[src/rtl/aatd_pkg.sv]
package aatd_pkg;
    localparam int NCH = 4;
    localparam int NPAIR = 2;
    localparam int DW = 16;
    localparam int DBW = 15;
    localparam int LVW = 5;
    localparam int VW = 8;
    // Configuration field selects
    localparam logic [3:0] FLD_ALM_EN = 4'h0;
    localparam logic [3:0] FLD_HH_THR = 4'h1;
    localparam logic [3:0] FLD_H_THR = 4'h2;
    localparam logic [3:0] FLD_L_THR = 4'h3;
    localparam logic [3:0] FLD_LL_THR = 4'h4;
    localparam logic [3:0] FLD_DB_OUT = 4'h5;
    localparam logic [3:0] FLD_DB_IN = 4'h6;
    localparam logic [3:0] FLD_TACH_EN = 4'h7;
    localparam logic [3:0] FLD_TRIG = 4'h8;
    localparam logic [3:0] FLD_OFF_LVL = 4'h9;
    localparam logic [3:0] FLD_ON_LVL = 4'ha;
    localparam logic [3:0] FLD_DUAL_EN = 4'hb;
    localparam logic [3:0] FLD_HI_ENG = 4'hc;
    // Alarm bit positions
    localparam int ALM_HH = 3;
    localparam int ALM_H = 2;
    localparam int ALM_L = 1;
    localparam int ALM_LL = 0;
    // Reset defaults; DEF_HI_ENG_TACH is loaded on a tach enable write, not at reset
    localparam logic [15:0] DEF_HIGH_THR = 16'h7fff;
    localparam logic [15:0] DEF_LOW_THR = 16'h0000;
    localparam logic [14:0] DEF_DB = 15'h0000;
    localparam logic [4:0] DEF_OFF_LVL = 5'h05;
    localparam logic [4:0] DEF_ON_LVL = 5'h0b;
    localparam logic [15:0] DEF_HI_ENG = 16'h2710;
    localparam logic [15:0] DEF_HI_ENG_TACH = 16'h03e8;
endpackage

[src/rtl/aatd_cfg_if.sv]
`timescale 1ns/10ps
interface aatd_cfg_if;
    import aatd_pkg::*;
    logic alm_en;
    logic [DW-1:0] hh_thr;
    logic [DW-1:0] h_thr;
    logic [DW-1:0] l_thr;
    logic [DW-1:0] ll_thr;
    logic [DBW-1:0] db_out;
    logic [DBW-1:0] db_in;
    logic tach_en;
    logic trig_rise;
    logic [LVW-1:0] off_lvl;
    logic [LVW-1:0] on_lvl;
    modport src (output alm_en, hh_thr, h_thr, l_thr, ll_thr, db_out,
        db_in, tach_en, trig_rise, off_lvl, on_lvl);
    modport eval (input alm_en, hh_thr, h_thr, l_thr, ll_thr, db_out,
        db_in, tach_en, trig_rise, off_lvl, on_lvl);
endinterface

[src/rtl/aatd_chan.sv]
`timescale 1ns/10ps
module aatd_chan (
    input wire logic clk_sys_i,
    input wire logic rst_n_i,
    aatd_cfg_if.eval cfg,
    input wire logic [aatd_pkg::DW-1:0] reading_i,
    input wire logic [aatd_pkg::VW-1:0] volt_i,
    output logic [3:0] alarm_o,
    output logic lvl_o,
    output logic pulse_o
);
    import aatd_pkg::*;

    logic hh_r, h_r, l_r, ll_r, raw_r, lvl_r, pulse_r;
    wire logic signed [16:0] rd_x = $signed({reading_i[15], reading_i});
    wire logic signed [16:0] hh_x = $signed({cfg.hh_thr[15], cfg.hh_thr});
    wire logic signed [16:0] h_x = $signed({cfg.h_thr[15], cfg.h_thr});
    wire logic signed [16:0] l_x = $signed({cfg.l_thr[15], cfg.l_thr});
    wire logic signed [16:0] ll_x = $signed({cfg.ll_thr[15], cfg.ll_thr});
    wire logic signed [16:0] dbo_x = $signed({2'b00, cfg.db_out});
    wire logic signed [16:0] dbi_x = $signed({2'b00, cfg.db_in});
    wire logic hh_set = rd_x >= hh_x;
    wire logic h_set = rd_x >= h_x;
    wire logic l_set = rd_x <= l_x;
    wire logic ll_set = rd_x <= ll_x;
    wire logic hh_keep = rd_x >= hh_x - dbo_x;
    wire logic ll_keep = rd_x <= ll_x + dbo_x;
    wire logic h_keep = rd_x >= h_x - dbi_x;
    wire logic l_keep = rd_x <= l_x + dbi_x;
    wire logic hh_nxt = cfg.alm_en & (hh_set | (hh_r & hh_keep));
    wire logic ll_nxt = cfg.alm_en & (ll_set | (ll_r & ll_keep));
    wire logic h_nxt = h_set | (h_r & h_keep);
    wire logic l_nxt = l_set | (l_r & l_keep);
    wire logic off_hit = volt_i <= {3'h0, cfg.off_lvl};
    wire logic on_hit = volt_i >= {3'h0, cfg.on_lvl};
    wire logic raw_nxt = !cfg.tach_en ? 1'b1 :
        off_hit ? 1'b0 : on_hit ? 1'b1 : raw_r;
    wire logic lvl_nxt = cfg.tach_en ? (raw_nxt ^ cfg.trig_rise) : 1'b1;
    wire logic pulse_nxt = cfg.tach_en & lvl_r & ~lvl_nxt;

    always_ff @(posedge clk_sys_i or negedge rst_n_i) begin
        if (!rst_n_i) begin
            {hh_r, h_r, l_r, ll_r} <= 4'h0;
            raw_r <= 1'b1;
            lvl_r <= 1'b1;
            pulse_r <= 1'b0;
        end else begin
            {hh_r, h_r, l_r, ll_r} <= {hh_nxt, h_nxt, l_nxt, ll_nxt};
            raw_r <= raw_nxt;
            lvl_r <= lvl_nxt;
            pulse_r <= pulse_nxt;
        end
    end

    assign alarm_o = {hh_r, h_r, l_r, ll_r};
    assign lvl_o = lvl_r;
    assign pulse_o = pulse_r;

    hh_gate_a: assert property (
        @(posedge clk_sys_i) disable iff (!rst_n_i)
        !cfg.alm_en |=> !hh_r && !ll_r)
        else $error("outer alarm active while disabled");
    hh_set_a: assert property (
        @(posedge clk_sys_i) disable iff (!rst_n_i)
        cfg.alm_en && rd_x >= hh_x |=> hh_r)
        else $error("high-high alarm missed crossing");
    hh_band_a: assert property (
        @(posedge clk_sys_i) disable iff (!rst_n_i)
        cfg.alm_en && hh_r && rd_x >= hh_x - dbo_x |=> hh_r)
        else $error("high-high cleared inside deadband");
    lo_band_a: assert property (
        @(posedge clk_sys_i) disable iff (!rst_n_i)
        l_r && rd_x <= l_x + dbi_x |=> l_r)
        else $error("low alarm cleared inside deadband");
    lo_clear_a: assert property (
        @(posedge clk_sys_i) disable iff (!rst_n_i)
        rd_x > l_x + dbi_x |=> !l_r)
        else $error("low alarm kept outside deadband");
    tach_off_a: assert property (
        @(posedge clk_sys_i) disable iff (!rst_n_i)
        cfg.tach_en && volt_i <= {3'h0, cfg.off_lvl} |=> !raw_r)
        else $error("tach not off at off level");
    tach_on_a: assert property (
        @(posedge clk_sys_i) disable iff (!rst_n_i)
        cfg.tach_en && !off_hit && on_hit |=> raw_r)
        else $error("tach not on at on level");
    tach_hold_a: assert property (
        @(posedge clk_sys_i) disable iff (!rst_n_i)
        cfg.tach_en && !off_hit && !on_hit |=> raw_r == $past(raw_r))
        else $error("tach state moved between levels");
    trig_pol_a: assert property (
        @(posedge clk_sys_i) disable iff (!rst_n_i)
        cfg.tach_en |=> lvl_r == (raw_r ^ $past(cfg.trig_rise)))
        else $error("tach level polarity wrong");
endmodule

[src/rtl/aatd_top.sv]
// Functional notes
// - High-high and low-low alarms act only when enabled; off by default.
// - Thresholds signed 16-bit; high pair default 32767, low pair zero.
// - Separate deadband, default zero, for high-high and low-low alarms.
// - Independent deadband, default zero, for high and low alarms.
// - Enabled dual-low detection faults when both pair inputs are low.
// - Dual-low setting shared by channels 0/1 and by channels 2/3.
// - Tach input is off at or below off level, 0..31 V, default 5.
// - Tach input is on at or above on level, default 11 V.
// - Tach mode makes high engineering scaling default 1000.
`timescale 1ns/10ps
module aatd_top (
    input wire logic clk_sys_i,
    input wire logic rst_n_i,
    input wire logic cfg_wr_i,
    input wire logic [1:0] cfg_ch_i,
    input wire logic [3:0] cfg_sel_i,
    input wire logic [aatd_pkg::DW-1:0] cfg_data_i,
    input wire logic [3:0][aatd_pkg::DW-1:0] reading_i,
    input wire logic [3:0][aatd_pkg::VW-1:0] tach_volt_i,
    output logic [3:0] alarm_hh_o,
    output logic [3:0] alarm_h_o,
    output logic [3:0] alarm_l_o,
    output logic [3:0] alarm_ll_o,
    output logic [3:0] tach_lvl_o,
    output logic [3:0] tach_pulse_o,
    output logic [1:0] pair_fault_o,
    output logic [3:0][aatd_pkg::DW-1:0] hi_eng_o
);
    import aatd_pkg::*;

    logic rst_meta_r, rst_sync_r;
    logic [NCH-1:0] alm_en_r, tach_en_r, trig_r;
    logic [DW-1:0] hh_r [NCH];
    logic [DW-1:0] h_r [NCH];
    logic [DW-1:0] l_r [NCH];
    logic [DW-1:0] ll_r [NCH];
    logic [DBW-1:0] dbo_r [NCH];
    logic [DBW-1:0] dbi_r [NCH];
    logic [LVW-1:0] off_r [NCH];
    logic [LVW-1:0] on_r [NCH];
    logic [DW-1:0] hi_eng_r [NCH];
    logic [NPAIR-1:0] dual_en_r, fault_r;
    logic [3:0] alarm_w [NCH];
    logic [NCH-1:0] lvl_w, pulse_w;

    // Reset released through two flops to avoid metastable release
    always_ff @(posedge clk_sys_i or negedge rst_n_i) begin
        if (!rst_n_i) begin
            rst_meta_r <= 1'b0;
            rst_sync_r <= 1'b0;
        end else begin
            rst_meta_r <= 1'b1;
            rst_sync_r <= rst_meta_r;
        end
    end

    wire logic [DBW-1:0] wr_db = cfg_data_i[DBW-1:0];
    wire logic [LVW-1:0] wr_lvl = cfg_data_i[LVW-1:0];
    wire logic wr_bit = cfg_data_i[0];
    wire logic [DW-1:0] wr_scale = wr_bit ? DEF_HI_ENG_TACH : DEF_HI_ENG;
    wire logic pair_sel = cfg_ch_i[1];

    always_ff @(posedge clk_sys_i or negedge rst_sync_r) begin
        if (!rst_sync_r) begin
            alm_en_r <= '0;
            tach_en_r <= '0;
            trig_r <= '0;
            dual_en_r <= '0;
            for (int i = 0; i < NCH; i++) begin
                hh_r[i] <= DEF_HIGH_THR;
                h_r[i] <= DEF_HIGH_THR;
                l_r[i] <= DEF_LOW_THR;
                ll_r[i] <= DEF_LOW_THR;
                dbo_r[i] <= DEF_DB;
                dbi_r[i] <= DEF_DB;
                off_r[i] <= DEF_OFF_LVL;
                on_r[i] <= DEF_ON_LVL;
                hi_eng_r[i] <= DEF_HI_ENG;
            end
        end else if (cfg_wr_i) begin
            unique case (cfg_sel_i)
                FLD_ALM_EN: alm_en_r[cfg_ch_i] <= wr_bit;
                FLD_HH_THR: hh_r[cfg_ch_i] <= cfg_data_i;
                FLD_H_THR: h_r[cfg_ch_i] <= cfg_data_i;
                FLD_L_THR: l_r[cfg_ch_i] <= cfg_data_i;
                FLD_LL_THR: ll_r[cfg_ch_i] <= cfg_data_i;
                FLD_DB_OUT: dbo_r[cfg_ch_i] <= wr_db;
                FLD_DB_IN: dbi_r[cfg_ch_i] <= wr_db;
                FLD_TACH_EN: begin
                    tach_en_r[cfg_ch_i] <= wr_bit;
                    hi_eng_r[cfg_ch_i] <= wr_scale;
                end
                FLD_TRIG: trig_r[cfg_ch_i] <= wr_bit;
                FLD_OFF_LVL: off_r[cfg_ch_i] <= wr_lvl;
                FLD_ON_LVL: on_r[cfg_ch_i] <= wr_lvl;
                FLD_DUAL_EN: dual_en_r[pair_sel] <= wr_bit;
                FLD_HI_ENG: hi_eng_r[cfg_ch_i] <= cfg_data_i;
                default: ;
            endcase
        end
    end

    genvar g;
    generate
        for (g = 0; g < NCH; g++) begin : g_ch
            aatd_cfg_if cif ();
            assign cif.alm_en = alm_en_r[g];
            assign cif.hh_thr = hh_r[g];
            assign cif.h_thr = h_r[g];
            assign cif.l_thr = l_r[g];
            assign cif.ll_thr = ll_r[g];
            assign cif.db_out = dbo_r[g];
            assign cif.db_in = dbi_r[g];
            assign cif.tach_en = tach_en_r[g];
            assign cif.trig_rise = trig_r[g];
            assign cif.off_lvl = off_r[g];
            assign cif.on_lvl = on_r[g];
            aatd_chan u_chan (
                .clk_sys_i(clk_sys_i),
                .rst_n_i(rst_sync_r),
                .cfg(cif.eval),
                .reading_i(reading_i[g]),
                .volt_i(tach_volt_i[g]),
                .alarm_o(alarm_w[g]),
                .lvl_o(lvl_w[g]),
                .pulse_o(pulse_w[g])
            );
            assign alarm_hh_o[g] = alarm_w[g][ALM_HH];
            assign alarm_h_o[g] = alarm_w[g][ALM_H];
            assign alarm_l_o[g] = alarm_w[g][ALM_L];
            assign alarm_ll_o[g] = alarm_w[g][ALM_LL];
            assign hi_eng_o[g] = hi_eng_r[g];
        end
    endgenerate

    assign tach_lvl_o = lvl_w;
    assign tach_pulse_o = pulse_w;

    // Both pulse inputs low; both must be in tach mode
    wire logic [NPAIR-1:0] both_low = {
        dual_en_r[1] & tach_en_r[2] & tach_en_r[3] & ~lvl_w[2] & ~lvl_w[3],
        dual_en_r[0] & tach_en_r[0] & tach_en_r[1] & ~lvl_w[0] & ~lvl_w[1]};

    always_ff @(posedge clk_sys_i or negedge rst_sync_r) begin
        if (!rst_sync_r) begin
            fault_r <= '0;
        end else begin
            fault_r <= both_low;
        end
    end

    assign pair_fault_o = fault_r;

    dual_low_a: assert property (
        @(posedge clk_sys_i) disable iff (!rst_sync_r)
        dual_en_r[0] && tach_en_r[1:0] == 2'h3 && lvl_w[1:0] == 2'h0
        |=> pair_fault_o[0])
        else $error("pair 0 dual low not flagged");
    dual_off_a: assert property (
        @(posedge clk_sys_i) disable iff (!rst_sync_r)
        !dual_en_r[1] |=> !pair_fault_o[1])
        else $error("pair 1 fault while disabled");
    fault_mode_a: assert property (
        @(posedge clk_sys_i) disable iff (!rst_sync_r)
        tach_en_r[1:0] != 2'h3 |=> !pair_fault_o[0])
        else $error("pair 0 fault outside tach mode");
    fault_high_a: assert property (
        @(posedge clk_sys_i) disable iff (!rst_sync_r)
        lvl_w[1:0] != 2'h0 |=> !pair_fault_o[0])
        else $error("pair 0 fault with one input high");
    dual_share_a: assert property (
        @(posedge clk_sys_i) disable iff (!rst_sync_r)
        cfg_wr_i && cfg_sel_i == FLD_DUAL_EN && !cfg_ch_i[1]
        |=> dual_en_r[0] == $past(wr_bit)
            && dual_en_r[1] == $past(dual_en_r[1]))
        else $error("dual low write missed its pair");
    tach_scale_a: assert property (
        @(posedge clk_sys_i) disable iff (!rst_sync_r)
        cfg_wr_i && cfg_sel_i == FLD_TACH_EN && wr_bit
        |=> hi_eng_o[$past(cfg_ch_i)] == DEF_HI_ENG_TACH)
        else $error("tach mode scaling not reloaded");
    outer_off_a: assert property (
        @(posedge clk_sys_i) disable iff (!rst_sync_r)
        alm_en_r == 4'h0 |=> alarm_hh_o == 4'h0 && alarm_ll_o == 4'h0)
        else $error("outer alarm raised while disabled");
    thr_write_a: assert property (
        @(posedge clk_sys_i) disable iff (!rst_sync_r)
        cfg_wr_i && cfg_sel_i == FLD_HH_THR
        |=> hh_r[$past(cfg_ch_i)] == $past(cfg_data_i))
        else $error("high-high threshold write lost");
    outer_db_a: assert property (
        @(posedge clk_sys_i) disable iff (!rst_sync_r)
        cfg_wr_i && cfg_sel_i == FLD_DB_OUT
        |=> dbo_r[$past(cfg_ch_i)] == $past(wr_db))
        else $error("outer deadband write lost");
    inner_db_a: assert property (
        @(posedge clk_sys_i) disable iff (!rst_sync_r)
        cfg_wr_i && cfg_sel_i == FLD_DB_IN
        |=> dbi_r[$past(cfg_ch_i)] == $past(wr_db))
        else $error("inner deadband write lost");
    off_write_a: assert property (
        @(posedge clk_sys_i) disable iff (!rst_sync_r)
        cfg_wr_i && cfg_sel_i == FLD_OFF_LVL
        |=> off_r[$past(cfg_ch_i)] == $past(wr_lvl))
        else $error("off level write lost");
    on_write_a: assert property (
        @(posedge clk_sys_i) disable iff (!rst_sync_r)
        cfg_wr_i && cfg_sel_i == FLD_ON_LVL
        |=> on_r[$past(cfg_ch_i)] == $past(wr_lvl))
        else $error("on level write lost");
    pulse_once_a: assert property (
        @(posedge clk_sys_i) disable iff (!rst_sync_r)
        tach_pulse_o != 4'h0
        |=> (tach_pulse_o & $past(tach_pulse_o)) == 4'h0)
        else $error("tach pulse longer than one cycle");
    idle_lvl_a: assert property (
        @(posedge clk_sys_i) disable iff (!rst_sync_r)
        tach_en_r == 4'h0 |=> tach_lvl_o == 4'hf && tach_pulse_o == 4'h0)
        else $error("tach activity outside tach mode");
endmodule

[config.mk]
export PLATFORM = sky130hd
export DESIGN_NAME = aatd_top
export DESIGN_NICKNAME = d
export VERILOG_FILES = /design/src/rtl/aatd_pkg.sv /design/src/rtl/aatd_cfg_if.sv /design/src/rtl/aatd_chan.sv /design/src/rtl/aatd_top.sv
export SDC_FILE = /design/constraint.sdc
export NUM_CORES = 2
export LEC_CHECK = 0
export BUFFER_PORTS_ARGS = -buffer_cell sky130_fd_sc_hd__buf_2
export CELL_PAD_IN_SITES_DETAIL_PLACEMENT = 1
export CELL_PAD_IN_SITES_GLOBAL_PLACEMENT = 1
export CORE_MARGIN = 8
export CORE_UTILIZATION = 40
export CTS_BUF_LIST = sky130_fd_sc_hd__clkbuf_8
export CTS_CLUSTER_SIZE = 28
export DETAILED_ROUTE_END_ITERATION = 8
export GPL_ROUTABILITY_DRIVEN = 0
export PLACE_DENSITY = 0.71
export RECOVER_POWER = 25
export SLEW_MARGIN = 20
export SYNTH_ARGS = -nofsm -noshare
export SYNTH_HDL_FRONTEND = slang
export SYNTH_SLANG_ARGS = --single-unit
export TNS_END_PERCENT = 100
[constraint.sdc]
create_clock -name clk_sys_i -period 24.4 [get_ports clk_sys_i]
set_input_delay 1.22 -clock clk_sys_i [delete_from_list [all_inputs] [get_ports clk_sys_i]]
set_output_delay 1.22 -clock clk_sys_i [all_outputs]
set_load 0.005 [all_outputs]
# Word-level counts from Yosys, hierarchy flattened
# Index checks and enable logic that the tools add are counted.
# W data, S select, Z words.
dict set report word_totals {
  register_bits 526
  input_bits 121
  elab_cells 274
}
dict set report op_classes {
  addsub 16
  order_cmp 46
  n_eq_ne 12
  muxes 42
  bitwise_logic 69
  n_reduce_logical 18
}
# operator count
set op_table {}
lappend op_table {{$bwmux W64} 6}
lappend op_table {{$add A16 B16 Y17} 8}
lappend op_table {{$ge A16 B17 Y1} 8}
lappend op_table {{$le A16 B17 Y1} 8}
lappend op_table {{$sub A16 B16 Y17} 8}
lappend op_table {{$ge A16 B16 Y1} 8}
lappend op_table {{$le A16 B16 Y1} 8}
lappend op_table {{$pmux W64 S2} 1}
lappend op_table {{$bwmux W60} 2}
lappend op_table {{$and A1 B1 Y1} 40}
lappend op_table {{$bwmux W20} 2}
lappend op_table {{$demux W16 S2} 1}
lappend op_table {{$ge A8 B5 Y1} 4}
lappend op_table {{$le A8 B5 Y1} 4}
lappend op_table {{$demux W15 S2} 1}
lappend op_table {{$reduce_and A2 Y1} 13}
lappend op_table {{$eq A4 B4 Y1 const B} 5}
lappend op_table {{$mux W1} 18}
lappend op_table {{$eq A4 B3 Y1 const B} 4}
lappend op_table {{$mux W16} 1}
lappend op_table {{$or A1 B1 Y1} 16}
lappend op_table {{$mux W15} 1}
lappend op_table {{$mux W14} 1}
lappend op_table {{$bwmux W4} 3}
lappend op_table {{other kinds (19)} 32}

# Logic depth before layout (Yosys ltp)
dict set report logic_depth {
  depth_word 8
  depth_mapped 18
  mapped_depth_nobuf 18
}

# Hierarchy
# Synthesis repeated with hierarchy kept, for this count alone.
dict set report unflattened {
  cells_unflattened 4559
  area_unflattened_um2 45052.0
}
# mod n_inst cells_per_inst area_each_um2 seq_area_each_um2
set by_module_without_submodules {}
lappend by_module_without_submodules {aatd_top 1 1175 19401.1 12662.1}
lappend by_module_without_submodules {{aatd_chan at g_ch[0].u_chan} 1 875 6612.6 177.7}
lappend by_module_without_submodules {{aatd_chan at g_ch[3].u_chan} 1 855 6451.2 177.7}
lappend by_module_without_submodules {{aatd_chan at g_ch[1].u_chan} 1 831 6357.3 177.7}
lappend by_module_without_submodules {{aatd_chan at g_ch[2].u_chan} 1 823 6229.7 177.7}

# Least setup slack after synthesis
# No wires, ideal clock.
dict set report synth_path {
  path_type {reg2reg}
  start {reg hh_r (netlist bit g_ch[0].cif.hh_thr[0])}
  end {reg g_ch[0].u_chan.hh_r}
  setup_time_ns 0.134
  arrival_time_ns 3.388
  required_ns 24.266
  path_slack_ns 20.878
  stages_incl_launch_ff 18
  path_buffers 0
  synth_period_minus_slack_ns 3.522
  path_cell_list {dfstp_2 inv_1 ha_1 fa_1 nand2b_1 a21boi_1 o21ai_1 a2111oi_2 nor2_1 o21ai_0 nand3b_1 ha_1 a21o_1 a21o_1 a21oi_1 o2111ai_1 o2111ai_1 o211ai_1}
}
dict set report synth_via {
  elab_chain_cells 5
  word_cells_on_any_way 6
  cone_classes {add/sub: 1; order compare: 2; bitwise: 3}
}
# element line_no
set synth_rtl {}
lappend synth_rtl {{from (decl)} aatd_top.sv:34} ;# logic [DW-1:0] hh_r [NCH];
lappend synth_rtl {{from (signal, indexed assignment)} aatd_top.sv:84} ;# FLD_HH_THR: hh_r[cfg_ch_i] <= cfg_data_i;
lappend synth_rtl {{$sub A16 B16 Y17} aatd_chan.sv:26} ;# wire logic hh_keep = rd_x >= hh_x - dbo_x;
lappend synth_rtl {{$ge A16 B17 Y1} aatd_chan.sv:26}
lappend synth_rtl {{$and A1 B1 Y1} aatd_chan.sv:30} ;# wire logic hh_nxt = cfg.alm_en & (hh_set | (hh_r & hh_keep));
lappend synth_rtl {{$or A1 B1 Y1 *} aatd_chan.sv:30}
lappend synth_rtl {{$and A1 B1 Y1 *} aatd_chan.sv:30}
lappend synth_rtl {{via g_ch[0].u_chan.hh_nxt} aatd_chan.sv:30}
lappend synth_rtl {{to (signal assigned)} aatd_chan.sv:48} ;# {hh_r, h_r, l_r, ll_r} <= {hh_nxt, h_nxt, l_nxt, ll_nxt};
lappend synth_rtl {{to (decl)} aatd_chan.sv:14} ;# logic hh_r, h_r, l_r, ll_r, raw_r, lvl_r, pulse_r;
# Mark *: on every way through the listed nets, which the timed path passes. The rest lies on a longest branch.
# A chain may end at the register's enable or synchronous reset.

==> flow_metrics.tcl <==
set metrics [dict create \
    cp_top_family "buffers and inverters" \
    setup_viol 0 \
    synth_enable_flop_cells 0 \
    swShare 0.400 \
    numCtsBuffers 101 \
    area_growth_pct 11.0 \
    tightestPinTransition_ps 3930 \
    ctsLongestPathBuffers 3 \
    rrSetupSlack_ps 18000 \
    failed_checks "capacitance limit, slew limit" \
    r2r_end "g_ch[0].cif.db_out[11]" \
    h-tree-depth 3 \
    chipWidth_um 350 \
    grt_overflow_total 0 \
    p_seq_frac 0.284 \
    antenna_found_initial 8 \
    grt_usage 0.226 \
    wirelength_um 140000 \
    synth-simple-area-share 0.130 \
    setup_tns_ps 0 \
    synthAdderAreaFrac 0.234 \
    p_comb_frac 0.472 \
    synth_flop_cell "dfrtp_1" \
    layout.nets 6071 \
    synthXorXnorAreaFrac 0.0378 \
    synth_top_family_by_area "adder cells" \
    synth.avg_cell_area_um2 9.04 \
    initial_core_util 0.403 \
    cp_num_buf_inv 3 \
    reg2regPathDepth 3 \
    final_cell_mix "ha_1 (808), inv_1 (558), nand2_1 (460)" \
    reg2reg_from "rst_sync_r" \
    min_period_ps 6400 \
    ys_types 92 \
    register_area_um2 13400 \
    cts_resized 0 \
    crit_type "reg -> async" \
    clkTransAtPathRegs_ps 60 \
    clock_skew_ps 56.5 \
    clkPwrFrac 0.244 \
    synthMuxAreaShare 0.0582 \
    final_common_cell "ha_1" \
    cpMaxStageDelayCell "clkbuf_1" \
    cts-root-buf "clkbuf_8" \
    num_rows 122 \
    stdcell_count 6704 \
    vias_per_cell 5.52 \
    cap_violations 4 \
    endpoint_kind "async pin" \
    irDropWorstVdd_mv 0.0417 \
    outcome "finished, violations left" \
    worstPathCellList "clkbuf_1 > buf_12 > buf_4" \
    multiInputGateArea_um2 28600 \
    cp.required_ps 25140 \
    max-slew-margin-rel -1.62 \
    hold_viol 0 \
    synth-seq-cells 526 \
    drive_gt1_frac 0.159 \
    drtIter0Drc 1654 \
    die-area_um2 122000 \
    internal_power_mw 2.47 \
    critPathArrivalTime_ps 7140 \
    cp_max_fo 146 \
    post-route-period-util 0.262 \
    hold_buffers 0 \
    grt_pass1_vias 39200 \
    grt_max_degree 147 \
    syn-cell-area_um2 44500 \
    async_reset_ff_frac 1.00 \
    post_cts.repair.setup_buffers 0 \
    maxSlewViolCount 258 \
    seq_area_frac_synth 0.300 \
    wl_per_cell_um 20.9 \
    clkLatencyLatePin_ps 780 \
    critPathMaxStageDelay_ps 2460 \
    clock-sinks 526 \
    die_h_um 350 \
    synth_compound_area_frac 0.181 \
    drc 0 \
    synth_nets 5871 \
    grt_setup_unrepaired "no" \
    p_leak_nw 24.1 \
    hold_class "in -> async" \
    dr.pass1.iters 5 \
    syn-instance-count 4926 \
    max_freq_ghz 0.156 \
    dpl.hpwl_um 105000 \
    crit_path_start_kind "flop" \
    dp_cells 6511 \
    postRouteAntennaNets 0 \
    p_per_area_nw_per_um2 83.2 \
    nFillCells 13000 \
    dr_total_vias 37000 \
    cts_tree "done" \
    yosysWarnings 0 \
    core-area_um2 111000 \
    io_buffers 210 \
    num_io_pins 211 \
    p_switching_mw 1.65 \
    grt_pass1_wl_um 221000 \
]
==> sequential cells by signal (all words and copies together), names as in the netlist <==
register	cells
g_ch.cif.h_thr	64
g_ch.cif.hh_thr	64
g_ch.cif.l_thr	64
g_ch.cif.ll_thr	64
hi_eng_o	64
g_ch.cif.db_in	60
g_ch.cif.db_out	60
g_ch.cif.off_lvl	20
g_ch.cif.on_lvl	20
alm_en_r	4
g_ch.u_chan.h_r	4
g_ch.u_chan.hh_r	4
g_ch.u_chan.l_r	4
g_ch.u_chan.ll_r	4
g_ch.u_chan.lvl_o	4
g_ch.u_chan.pulse_o	4
g_ch.u_chan.raw_r	4
tach_en_r	4
trig_r	4
dual_en_r	2
pair_fault_o	2
rst_meta_r	1
rst_sync_r	1
==> routing by layer <==
metal  track usage  wire [µm]  share of wire
met5             0         13       0.000093
met4        0.0635       3990          0.028
met3        0.0317       4670          0.033
met2         0.402      68900           0.49
met1         0.284      62700           0.45
==> power groups by stage <==
stage | clock [mW] | combinational [mW] | sequential [mW]
detailed placement | 0 | 1.93 | 1.18
CTS | 1.03 | 1.95 | 1.17
floorplan | 0 | 1.44 | 1.14
global route | 1.07 | 2.21 | 1.19
finish | 1.00 | 1.94 | 1.17
global placement | 0 | 1.85 | 1.18
==> cell usage after synthesis (89+ instances only) <==
master      n  area share
dfstp_2   168       0.099
mux2_2    219       0.055
nor2b_1    89       0.013
xnor2_1    91       0.018
nand4_1    89       0.013
a21o_1    205       0.035
clkbuf_1   99      0.0083
inv_1     530       0.045
nand2_1   460       0.039
ha_1      808        0.23
nor2_1    221       0.019
xor2_1    101       0.020
o21ai_0   413       0.046
a21oi_1   262       0.029
dfrtp_1   358        0.20
==> layout make-up <==
type / instances / share of cell area
clock inverter: 61 / 0.0106
antenna: 2 / 0.000101
tap: 1488 / 0.0377
inverter: 530 / 0.0403
multi-input combinational: 3728 / 0.579
clock buffer: 130 / 0.0362
timing repair buffer: 239 / 0.0254
sequential: 526 / 0.271
==> stage by stage <==
step | instance area (µm²) | hold slack (ps) | power, mW | setup slack (ps) | util
global route | 49400 | 166 | 4.47 | 16920 | 0.447
CTS | 49400 | 145 | 4.15 | 20450 | 0.447
finish | 49400 | 229 | 4.11 | 18000 | 0.447
detailed placement | 47100 | 345 | 3.11 | 20370 | 0.426
floorplan | 44500 | 331 | 2.59 | 8950 | -
global placement | 47100 | 340 | 3.03 | 20220 | 0.426
==> how the worst max path moves through the flow <==
stage / from / endpoint / depth (start not counted)
floorplan: rst_sync_r / alm_en_r[0] / 0
global placement: cfg_sel_i[2] / g_ch[2].cif.ll_thr[12] / 5
detailed placement: cfg_sel_i[2] / hi_eng_o[0] / 7
CTS: g_ch[2].cif.db_out[0] / g_ch[2].u_chan.ll_r / 18
global route: rst_sync_r / g_ch[0].cif.db_out[11] / 3
finish: rst_sync_r / g_ch[0].cif.db_out[11] / 3
==> kinds of logic (layout without fill, tap and decap cells) <==
family,count (synthesis),in the layout
AOI/OAI and AO/OA,1271,1271
and+or+nand+nor,1209,1209
adders and majority gates,824,824
buffers and inverters,672,960
DFF,526,526
muxes,231,231
xor gates and xnor gates,192,192
other,1,3
No activity file was read; power rests on OpenSTA's default activity.
